`src/verilog/err_steer_pkg.sv`:
```
// Constants, field layouts and carrier types for the error steering block
package err_steer_pkg;

  // Register byte offsets in configuration space
  localparam logic [11:0] OFF_STEER = 12'h148;
  localparam logic [11:0] OFF_UNC_MASK = 12'h14C;
  localparam logic [11:0] OFF_COR_MASK = 12'h150;

  // Reset values
  localparam logic [31:0] STEER_RESET = 32'h0000_0000;
  localparam logic [31:0] UNC_MASK_RESET = 32'h0000_0000;
  localparam logic [31:0] COR_MASK_RESET = 32'h0000_0000;

  // Writable bits: unsupported req 20, malformed 18..poisoned 12, DL proto 4
  localparam logic [31:0] UNC_MASK_WMASK = 32'h0017_F010;
  localparam logic [31:0] COR_MASK_WMASK = 32'h0000_11C1;
  // Steering: sticky pointer 20:16, plain bits 15:8 and 5:0
  localparam logic [31:0] STEER_STICKY_WMASK = 32'h001F_0000;
  localparam logic [31:0] STEER_PLAIN_WMASK = 32'h0000_FF3F;

  // Steering field positions
  localparam int COR_PTR_LSB = 24;
  localparam int HDR_LOG_BIT = 15;
  localparam int UNIT_EN_BIT = 14;
  localparam int UNIT_FATAL_LSB = 12;
  localparam int UNIT_NONFATAL_LSB = 10;
  localparam int UNIT_COR_LSB = 8;
  localparam int HIER_FATAL_LSB = 4;
  localparam int HIER_NONFATAL_LSB = 2;
  localparam int HIER_COR_LSB = 0;
  localparam int UNIT_PTR_LSB = 16;
  localparam int PTR_W = 5;

  // Root port control enable bits
  localparam int RPC_FATAL_BIT = 2;
  localparam int RPC_NONFATAL_BIT = 1;
  localparam int RPC_COR_BIT = 0;

  // Number of steered report sources
  localparam int NUM_SRC = 6;

  // Steering codes; the code is also the bit index in sys_signal_t
  localparam logic [1:0] SEL_ACPI = 2'h0;
  localparam logic [1:0] SEL_SMI = 2'h1;
  localparam logic [1:0] SEL_SERR = 2'h2;
  localparam logic [1:0] SEL_MCE = 2'h3;

  typedef struct packed {
    logic machine_check_error;
    logic serr;
    logic system_management_interrupt;
    logic acpi_event;
  } sys_signal_t;

  typedef struct packed {
    logic req;
    logic wr;
    logic [11:0] addr;
    logic [3:0] be;
    logic [31:0] wdata;
  } cfg_req_t;

  typedef struct packed {
    logic ack;
    logic [31:0] rdata;
  } cfg_rsp_t;

  typedef struct packed {
    logic [31:0] mask_r;
  } sticky_state_t;

  typedef struct packed {
    logic [31:0] steer_r;
    cfg_rsp_t rsp_r;
    sys_signal_t signal_r;
    logic [31:0] unc_log_r;
    logic [31:0] cor_log_r;
  } top_state_t;

  // Expands byte enables to a bit mask
  function automatic logic [31:0] be_bits(input logic [3:0] be);
    be_bits = {{8{be[3]}}, {8{be[2]}}, {8{be[1]}}, {8{be[0]}}};
  endfunction : be_bits

  // One-hot decode of a steering code
  function automatic logic [3:0] sel_onehot(input logic [1:0] sel);
    sel_onehot = 4'h1 << sel;
  endfunction : sel_onehot

endpackage : err_steer_pkg

```
`src/verilog/sticky_mask_reg.sv`:
```
// Register bits that only a power-on reset clears
`timescale 1ns/10ps
module sticky_mask_reg
  import err_steer_pkg::*;
#(
  parameter logic [31:0] WMASK = 32'hFFFF_FFFF,
  parameter logic [31:0] RESET_VAL = 32'h0000_0000
) (
  input wire logic clk,
  input wire logic pwr_on_resetn,
  input wire logic wr_en,
  input wire logic [3:0] be,
  input wire logic [31:0] wdata,
  output logic [31:0] value
);

  sticky_state_t st_r;
  sticky_state_t st_nxt;

  // Byte-enabled write of the writable bits only
  always_comb begin
    st_nxt = st_r;
    if (wr_en) begin
      st_nxt.mask_r = (st_r.mask_r & ~(WMASK & be_bits(be)))
                    | (wdata & WMASK & be_bits(be));
    end
  end

  // System reset is not wired here, so bits survive it
  always_ff @(posedge clk or negedge pwr_on_resetn) begin
    if (!pwr_on_resetn) begin
      st_r <= '{mask_r: RESET_VAL};
    end else begin
      st_r <= st_nxt;
    end
  end

  assign value = st_r.mask_r & WMASK;

endmodule : sticky_mask_reg

```
`src/verilog/report_router.sv`:
```
// Steers one error report onto one of four system signals
`timescale 1ns/10ps
module report_router
  import err_steer_pkg::*;
(
  input wire logic event_in,
  input wire logic enable,
  input wire logic [1:0] sel,
  output logic [3:0] route
);

  // Nothing leaves when the path is disabled
  always_comb begin
    route = 4'h0;
    if (event_in && enable) begin
      route = sel_onehot(sel);
    end
  end

endmodule : report_router

```
`src/verilog/pcie_error_steer_and_detect_mask.sv`:
```
// Error report steering and uncorrectable and correctable detect mask registers
`timescale 1ns/10ps
module pcie_error_steer_and_detect_mask
  import err_steer_pkg::*;
(
  input wire logic clk,
  input wire logic resetn,
  input wire logic pwr_on_resetn,
  input cfg_req_t cfg_in,
  output cfg_rsp_t cfg_out,
  input wire logic [2:0] root_port_control,
  input sys_signal_t host_signal_enable,
  input wire logic unit_fatal,
  input wire logic unit_nonfatal,
  input wire logic unit_cor,
  input wire logic msg_fatal,
  input wire logic msg_nonfatal,
  input wire logic msg_cor,
  input wire logic [31:0] unc_err_detect,
  input wire logic [31:0] unc_err_fatal_sev,
  input wire logic [31:0] cor_err_detect,
  input wire logic [4:0] cor_first_err_ptr,
  output logic [31:0] unc_err_log_en,
  output logic [31:0] cor_err_log_en,
  output sys_signal_t sys_signal,
  output logic hdr_log_lle_en,
  output logic [4:0] unit_first_err_ptr,
  output logic [31:0] unc_err_mask,
  output logic [31:0] cor_err_mask
);

  top_state_t st_r;
  top_state_t st_nxt;

  // Address decode of the three registers
  logic hit_steer;
  logic hit_unc;
  logic hit_cor;
  logic wr_steer;
  logic wr_unc;
  logic wr_cor;

  always_comb begin
    hit_steer = cfg_in.addr == OFF_STEER;
    hit_unc = cfg_in.addr == OFF_UNC_MASK;
    hit_cor = cfg_in.addr == OFF_COR_MASK;
    wr_steer = cfg_in.req && cfg_in.wr && hit_steer;
    wr_unc = cfg_in.req && cfg_in.wr && hit_unc;
    wr_cor = cfg_in.req && cfg_in.wr && hit_cor;
  end

  // Power-on-only storage: both detect masks and the unit pointer
  logic [31:0] unc_mask_val;
  logic [31:0] cor_mask_val;
  logic [31:0] steer_sticky_val;

  sticky_mask_reg #(
    .WMASK(UNC_MASK_WMASK),
    .RESET_VAL(UNC_MASK_RESET)
  ) u_unc_mask (
    .clk(clk),
    .pwr_on_resetn(pwr_on_resetn),
    .wr_en(wr_unc),
    .be(cfg_in.be),
    .wdata(cfg_in.wdata),
    .value(unc_mask_val)
  );

  sticky_mask_reg #(
    .WMASK(COR_MASK_WMASK),
    .RESET_VAL(COR_MASK_RESET)
  ) u_cor_mask (
    .clk(clk),
    .pwr_on_resetn(pwr_on_resetn),
    .wr_en(wr_cor),
    .be(cfg_in.be),
    .wdata(cfg_in.wdata),
    .value(cor_mask_val)
  );

  sticky_mask_reg #(
    .WMASK(STEER_STICKY_WMASK),
    .RESET_VAL(STEER_RESET)
  ) u_steer_sticky (
    .clk(clk),
    .pwr_on_resetn(pwr_on_resetn),
    .wr_en(wr_steer),
    .be(cfg_in.be),
    .wdata(cfg_in.wdata),
    .value(steer_sticky_val)
  );

  // Full steering word as software sees it
  logic [31:0] steer_val;

  always_comb begin
    steer_val = (st_r.steer_r & STEER_PLAIN_WMASK)
              | steer_sticky_val;
    steer_val[COR_PTR_LSB +: PTR_W] = cor_first_err_ptr;
  end

  // Mask filter on the detect strobes; a set bit blocks its error
  logic [31:0] unc_unmasked;
  logic [31:0] cor_unmasked;

  always_comb begin
    // Bits 20, 18..12 and 4 are held; 19, 0 and reserved stay open
    unc_unmasked = unc_err_detect & ~unc_mask_val;
    unc_unmasked[18] = unc_err_detect[18] & ~unc_mask_val[18];
    unc_unmasked[17] = unc_err_detect[17] & ~unc_mask_val[17];
    unc_unmasked[16] = unc_err_detect[16] & ~unc_mask_val[16];
    unc_unmasked[15] = unc_err_detect[15] & ~unc_mask_val[15];
    unc_unmasked[14] = unc_err_detect[14] & ~unc_mask_val[14];
    unc_unmasked[13] = unc_err_detect[13] & ~unc_mask_val[13];
    unc_unmasked[12] = unc_err_detect[12] & ~unc_mask_val[12];
    unc_unmasked[4] = unc_err_detect[4] & ~unc_mask_val[4];
    cor_unmasked = cor_err_detect & ~cor_mask_val;
  end

  // Hierarchy events: internal unmasked detection or a received message
  logic hier_fatal;
  logic hier_nonfatal;
  logic hier_cor;

  always_comb begin
    hier_fatal = msg_fatal
               || |(unc_unmasked & unc_err_fatal_sev);
    hier_nonfatal = msg_nonfatal
                  || |(unc_unmasked & ~unc_err_fatal_sev);
    hier_cor = msg_cor || |cor_unmasked;
  end

  // Source table for the six steered report paths
  logic [NUM_SRC-1:0] src_event;
  logic [NUM_SRC-1:0] src_en;
  logic [1:0] src_sel [NUM_SRC];
  logic [3:0] src_route [NUM_SRC];

  always_comb begin
    // Unit errors all share one enable
    src_event[0] = unit_fatal;
    src_en[0] = steer_val[UNIT_EN_BIT];
    src_sel[0] = steer_val[UNIT_FATAL_LSB +: 2];
    src_event[1] = unit_nonfatal;
    src_en[1] = steer_val[UNIT_EN_BIT];
    src_sel[1] = steer_val[UNIT_NONFATAL_LSB +: 2];
    src_event[2] = unit_cor;
    src_en[2] = steer_val[UNIT_EN_BIT];
    src_sel[2] = steer_val[UNIT_COR_LSB +: 2];
    // Hierarchy errors each have their own root port enable
    src_event[3] = hier_fatal;
    src_en[3] = root_port_control[RPC_FATAL_BIT];
    src_sel[3] = steer_val[HIER_FATAL_LSB +: 2];
    src_event[4] = hier_nonfatal;
    src_en[4] = root_port_control[RPC_NONFATAL_BIT];
    src_sel[4] = steer_val[HIER_NONFATAL_LSB +: 2];
    src_event[5] = hier_cor;
    src_en[5] = root_port_control[RPC_COR_BIT];
    src_sel[5] = steer_val[HIER_COR_LSB +: 2];
  end

  // One router per source
  genvar gi;
  generate
    for (gi = 0; gi < NUM_SRC; gi++) begin : g_route
      report_router u_router (
        .event_in(src_event[gi]),
        .enable(src_en[gi]),
        .sel(src_sel[gi]),
        .route(src_route[gi])
      );
    end
  endgenerate

  // Merge all routed reports; bit index equals steering code
  logic [3:0] routed;

  always_comb begin
    routed = 4'h0;
    for (int i = 0; i < NUM_SRC; i++) begin
      routed = routed | src_route[i];
    end
  end

  // Read data mux; unmapped offsets read zero
  logic [31:0] rd_val;

  always_comb begin
    rd_val = 32'h0000_0000;
    if (hit_steer) begin
      rd_val = steer_val;
    end else if (hit_unc) begin
      rd_val = unc_mask_val;
    end else if (hit_cor) begin
      rd_val = cor_mask_val;
    end
  end

  // Next-state: plain steering bits, bus answer, registered outputs
  always_comb begin
    st_nxt = st_r;
    if (wr_steer) begin
      st_nxt.steer_r = (st_r.steer_r & ~(STEER_PLAIN_WMASK
                                          & be_bits(cfg_in.be)))
                     | (cfg_in.wdata & STEER_PLAIN_WMASK
                        & be_bits(cfg_in.be));
    end
    st_nxt.rsp_r.ack = cfg_in.req;
    st_nxt.rsp_r.rdata = 32'h0000_0000;
    if (cfg_in.req && !cfg_in.wr) begin
      st_nxt.rsp_r.rdata = rd_val;
    end
    // System signal pulses, further gated by the host enables
    st_nxt.signal_r = routed & host_signal_enable;
    // Status-log enables only for unmasked errors
    st_nxt.unc_log_r = unc_unmasked;
    st_nxt.cor_log_r = cor_unmasked;
  end

  // State register on system reset
  always_ff @(posedge clk or negedge resetn) begin
    if (!resetn) begin
      st_r <= '{steer_r: STEER_RESET,
                rsp_r: '{ack: 1'b0, rdata: 32'h0000_0000},
                signal_r: 4'h0,
                unc_log_r: 32'h0000_0000,
                cor_log_r: 32'h0000_0000};
    end else begin
      st_r <= st_nxt;
    end
  end

  // Output drive
  assign cfg_out = st_r.rsp_r;
  assign sys_signal = st_r.signal_r;
  assign unc_err_log_en = st_r.unc_log_r;
  assign cor_err_log_en = st_r.cor_log_r;
  assign hdr_log_lle_en = st_r.steer_r[HDR_LOG_BIT];
  assign unit_first_err_ptr = steer_sticky_val[UNIT_PTR_LSB +: PTR_W];
  assign unc_err_mask = unc_mask_val;
  assign cor_err_mask = cor_mask_val;

endmodule : pcie_error_steer_and_detect_mask

```
`config.mk`:
```
export PLATFORM = sky130hd
export DESIGN_NAME = pcie_error_steer_and_detect_mask
export DESIGN_NICKNAME = d
export VERILOG_FILES = /design/src/verilog/err_steer_pkg.sv /design/src/verilog/sticky_mask_reg.sv /design/src/verilog/report_router.sv /design/src/verilog/pcie_error_steer_and_detect_mask.sv
export SDC_FILE = /design/constraint.sdc
export NUM_CORES = 1
export LEC_CHECK = 0
export BUFFER_PORTS_ARGS = -buffer_cell sky130_fd_sc_hd__buf_2
export CORE_AREA = 2 2 132 134
export CTS_CLUSTER_SIZE = 14
export DETAILED_ROUTE_END_ITERATION = 7
export DIE_AREA = 0 0 134 136
export PLACE_DENSITY_LB_ADDON = 0.08
export SLEW_MARGIN = 5
export SYNTH_ARGS = -nofsm -noshare
export SYNTH_HDL_FRONTEND = slang
export SYNTH_SLANG_ARGS = --single-unit
```
`constraint.sdc`:
```
create_clock -name clk -period 2.89 [get_ports clk]
set_clock_uncertainty 0.15 [all_clocks]
set_input_delay 0.4335 -clock clk [delete_from_list [all_inputs] [get_ports clk]]
set_output_delay 0.4335 -clock clk [all_outputs]
set_load 0.02 [all_outputs]
```
* Word level (Yosys, flattened, before mapping) *
Index checks and enable logic that the tools add are counted.

operators by class
  add/subtract/negate cells = 0
  multipliers = 0
  divide/modulo/power cells = 0
  $lt $le $gt $ge = 0
  equal/unequal tests = 3
  shift-type cells = 6
  mux-type cells = 10
  bitwise logic cells = 46
  reduce and logical (&&, ||, !) cells = 18

operators by type and width
  cell                                                   number
  AND 32 bit                                             8
  OR 32 bit                                              4
  2-to-1 mux 32 bit                                      3
  inverter 21 -> 32 bit                                  3
  OR reduction 32 bit                                    3
  AND 21 x 32 -> 32 bit                                  2
  inverter 13 -> 32 bit                                  2
  equality test 12 x 9 -> 1 bit (second input constant)  3
  AND 13 x 32 -> 32 bit                                  1
  AND 16 x 32 -> 32 bit                                  1
  inverter 16 -> 32 bit                                  1
  inverter 32 bit                                        1
  2-to-1 mux 4 bit                                       6
  left shift 1 x 2 -> 4 bit (first input constant)       6
  OR 16 x 21 -> 21 bit                                   1
  OR 4 bit                                               5
  2-to-1 mux 13 bit                                      1
  logical AND 1 bit                                      11
  AND 1 bit                                              8
  inverter 1 bit                                         8
  AND 4 bit                                              1
  logical OR 1 bit                                       3
  zero test 1 bit                                        1

storage, ports and cells
  bits in registers = 229
  latch bits = 0
  RAM bits = 0
  memory bits (read-only) = 0
  output and inout bits = 171
  memories = 0

* Logic depth before layout (Yosys ltp) *
  word-level depth = 11
  depth in mapped cells = 6
  mapped depth without buffers = 6

* Cells and area by module *
Synthesis repeated with hierarchy kept, for this count alone.

second synthesis, totals
  cell total of the unflattened synthesis = 723
  area, all modules = 7813.7 um2

modules (own cells, without submodules)
  module                             times used  cells an instance  area each (um2)  seq. area each (um2)
  pcie_error_steer_and_detect_mask   1           575                6239.7           2877.8
  sticky_mask_reg at u_unc_mask      1           45                 514.2            225.2
  sticky_mask_reg at u_cor_mask      1           40                 395.4            125.1
  sticky_mask_reg at u_steer_sticky  1           39                 394.1            125.1
  report_router                      6           4                  45.0             0.0

* Worst setup path after synthesis *
Ideal clock, no wire load.

  path type = input-to-reg
  start = in unc_err_detect[29]
  end = reg st_r (netlist bit sys_signal[3])
  arrival = 2.051 ns
  path slack = 0.560 ns
  cell stages on the path = 6
  cells stage by stage = a22o_1 a221oi_2 nand4_1 or4_4 and4_1 o41a_1

RTL lines
  what                  RTL line                                 text
  start, declared       pcie_error_steer_and_detect_mask.sv:19   input wire logic [31:0] unc_err_detect,
  end signal, assigned  pcie_error_steer_and_detect_mask.sv:223  st_r <= '{steer_r: STEER_RESET,
  end signal, assigned  pcie_error_steer_and_detect_mask.sv:229  st_r <= st_nxt;
  end, declared         pcie_error_steer_and_detect_mask.sv:32   top_state_t st_r;

==> impl_metrics.json <==
{
  "synth_top_area_share_pct": 60.8,
  "drv_slew": 0,
  "remaining_drc_errors": 0,
  "cts_buffers": 17,
  "drtAntennaViolNets": 0,
  "p_sw_share_pct": 25.0,
  "finalWeightedCongestion": 0.865,
  "regArea_um2": 3200,
  "io_buffer_count": 269,
  "met1_usage_pct": 22.4,
  "grt_pass1_wl_um": 25400,
  "hpwl_um": 13400,
  "multiInputGateArea_um2": 1740,
  "utilization_pct": 46.4,
  "p_switching_mw": 1.13,
  "fin_setup_tns_ns": 0,
  "die_h_um": 136,
  "wirelength_um": 17400,
  "max_cap_viol_count": 0,
  "cp.required_ns": 3.02,
  "violations": "negative hold slack",
  "seqPwrFrac_pct": 40.9,
  "gr-usage-met3_pct": 5.63,
  "synthArstFlopShare_pct": 100,
  "cts_buffer_depth": 2,
  "cts_tree": "done",
  "insertion_delay_ns": 0.41,
  "drt_iter0_markers": 200,
  "yosysTopAreaCell": "dfrtp_1",
  "fin_hold_ws_ns": -0.0425,
  "grt.met2_usage_pct": 32.6,
  "crit_arrival_ns": 2.86,
  "finalHoldViolCount": 8,
  "cp_max_fo": 4,
  "start_util_pct": 31.2,
  "endpoint_kind": "flop",
  "grt_pass1_vias": 4580,
  "fp-row-count": 48,
  "io_pins": 338,
  "busiest_layer": "met2",
  "die_w_um": 134,
  "h-tree-depth": 4,
  "startpoint_type": "input port",
  "vias_per_cell": 4.53,
  "ys_top_cells_by_area": "dfrtp_1 61%, buf_4 8.0%, mux2_1 3.6%, mux2_2 3.4%, a22oi_1 3.0%",
  "grt_use_total_pct": 18.8,
  "nNetsFinal": 920,
  "power_density_nw_per_um2": 578,
  "synth_seq_cells": 128,
  "synth_seq_area_share_pct": 60.8,
  "grt_remaining_overflow": 0,
  "status": "finished with violations",
  "synth_cell_types": 47,
  "setup_viol": 0,
  "synthCells": 416,
  "finalCritPeriodShare_pct": 94.4,
  "comb_power_share_pct": 10.8,
  "clkPwrFrac_pct": 48.3,
  "nFillCells": 1632,
  "post-cts-setup-buffers": 0,
  "max_freq_mhz": 366,
  "hp-class": "input port to asynchronous set/reset pin",
  "crit_type": "input port to flop",
  "die_area_um2": 18200,
  "p_leak_nw": 4.19,
  "syn_area_per_cell_um2": 12.7,
  "vias": 4501,
  "syn_area_um2": 5270,
  "final_cell_mix": "268 x buf_2, 128 x dfrtp_1, 56 x conb_1",
  "rsz0062_at_grt": "no",
  "layout_commonest_cell": "buf_2",
  "grt_max_degree": 68,
  "tightest_slew_ns": 0.883,
  "yosysWarnings": 0,
  "core_area_um2": 16900,
  "wl_per_cell_um": 17.5,
  "cts_num_sinks": 128,
  "p_int_mw": 3.39,
  "min_period_ns": 2.73,
  "vdd_drop_max_mv": 0.382,
  "relSlewSlack_pct": 41.2,
  "synth_ff_type": "dfrtp_1",
  "drive_above_1_share_pct": 44.1,
  "first_pass_iters": 5,
  "synth_edf_count": 0,
  "syn2layout_area_growth_pct": 48.6,
  "cts_root_buffer": "clkbuf_16",
  "path_clk_slew_ns": 0.06,
  "antenna_found_initial": 1
}
-- synthesized netlist by cell type, types with 3 or more instances --
cell       instances
a2111oi_0          4
a22o_1             3
a22oi_1           21
and3_1            16
and4_1             4
buf_4             56
clkbuf_1           5
dfrtp_1          128
inv_1             21
mux2_1            17
mux2_2            16
nand2_1           12
nand3_1            3
nand4_1            8
nor2_1            16
nor2b_1           23
nor3_1             8
nor3b_1            6
nor4_1             7
nor4bb_1           3
o22ai_1            5
-- layout make-up --
type | instances | share of cell area, %
sequential | 128 | 40.9
timing repair buffer | 326 | 24.3
multi-input combinational | 258 | 22.3
clock buffer | 17 | 5.44
tap | 225 | 3.60
clock inverter | 15 | 2.35
inverter | 22 | 1.06
antenna | 2 | 0.0639
-- critical path, stage by stage --
cell	delay, ns
dlygate4sd3_1	0.54
buf_2	0.14
a22o_1	0.24
a221oi_2	0.16
nand4_1	0.14
or4_4	0.58
and4_1	0.21
o41a_1	0.41
-- per-stage QoR --
stage	hold WS, ns	total power, mW	cell area, um2	setup WS (ns)	instances
6_report	-0.0425	4.53	7830	0.161	993
3_3_place_gp	0.282	2.32	6760	0.177	914
2_1_floorplan	-0.0121	2.13	5470	0.560	471
5_1_grt	0.00530	4.72	7820	0.0247	991
3_5_place_dp	0.292	2.32	6760	0.205	914
4_1_cts	0.00406	4.58	7800	0.168	989
-- routing by layer --
metal	share of wire (%)	routed length, um	vias up
li1	-	-	2065
met4	1.9	329	0
met5	0	0	-
met2	50	8750	239
met3	8.1	1410	22
met1	40	6880	2175
-- worst paths after layout --
kind                               startpoint  cells past startpoint                         end  slack, ns
max                        unc_err_detect[29]                      8               sys_signal[3]       0.16
min                                    resetn                      1           unc_err_log_en[8]      -0.04
max reg2reg                              flop                      6               sys_signal[1]       0.55
min reg2reg                              flop                      1           cor_err_log_en[7]       0.34
max in group asynchronous       pwr_on_resetn                      2  asynchronous set/reset pin       1.85
min in group clk            unc_err_detect[5]                      1           unc_err_log_en[5]       0.03
-- power groups by stage --
stage                     clock network, mW  logic, mW  registers [mW]
after floorplan                           0      0.180            1.95
after global placement                    0      0.437            1.88
after detailed placement                  0      0.441            1.88
after CTS                              2.24      0.490            1.85
after global routing                   2.34      0.529            1.85
final                                  2.19      0.488            1.85
-- kinds of logic after synthesis --
| kind of cell | synth area share (%) |
|---|---|
| compound gates | 7.56 |
| mux | 7.06 |
| buf+inv | 10.1 |
| flops | 60.8 |
| simple gates | 14.4 |
| other cells | 0.0712 |
-- timing repair --
| item | CTS | global route |
|---|---|---|
| hold buffers | 43 | 2 |
| resized for setup | 0 | 0 |
| hold endpoints to repair | 61 | 2 |
Power figures use the tool's default switching activity.
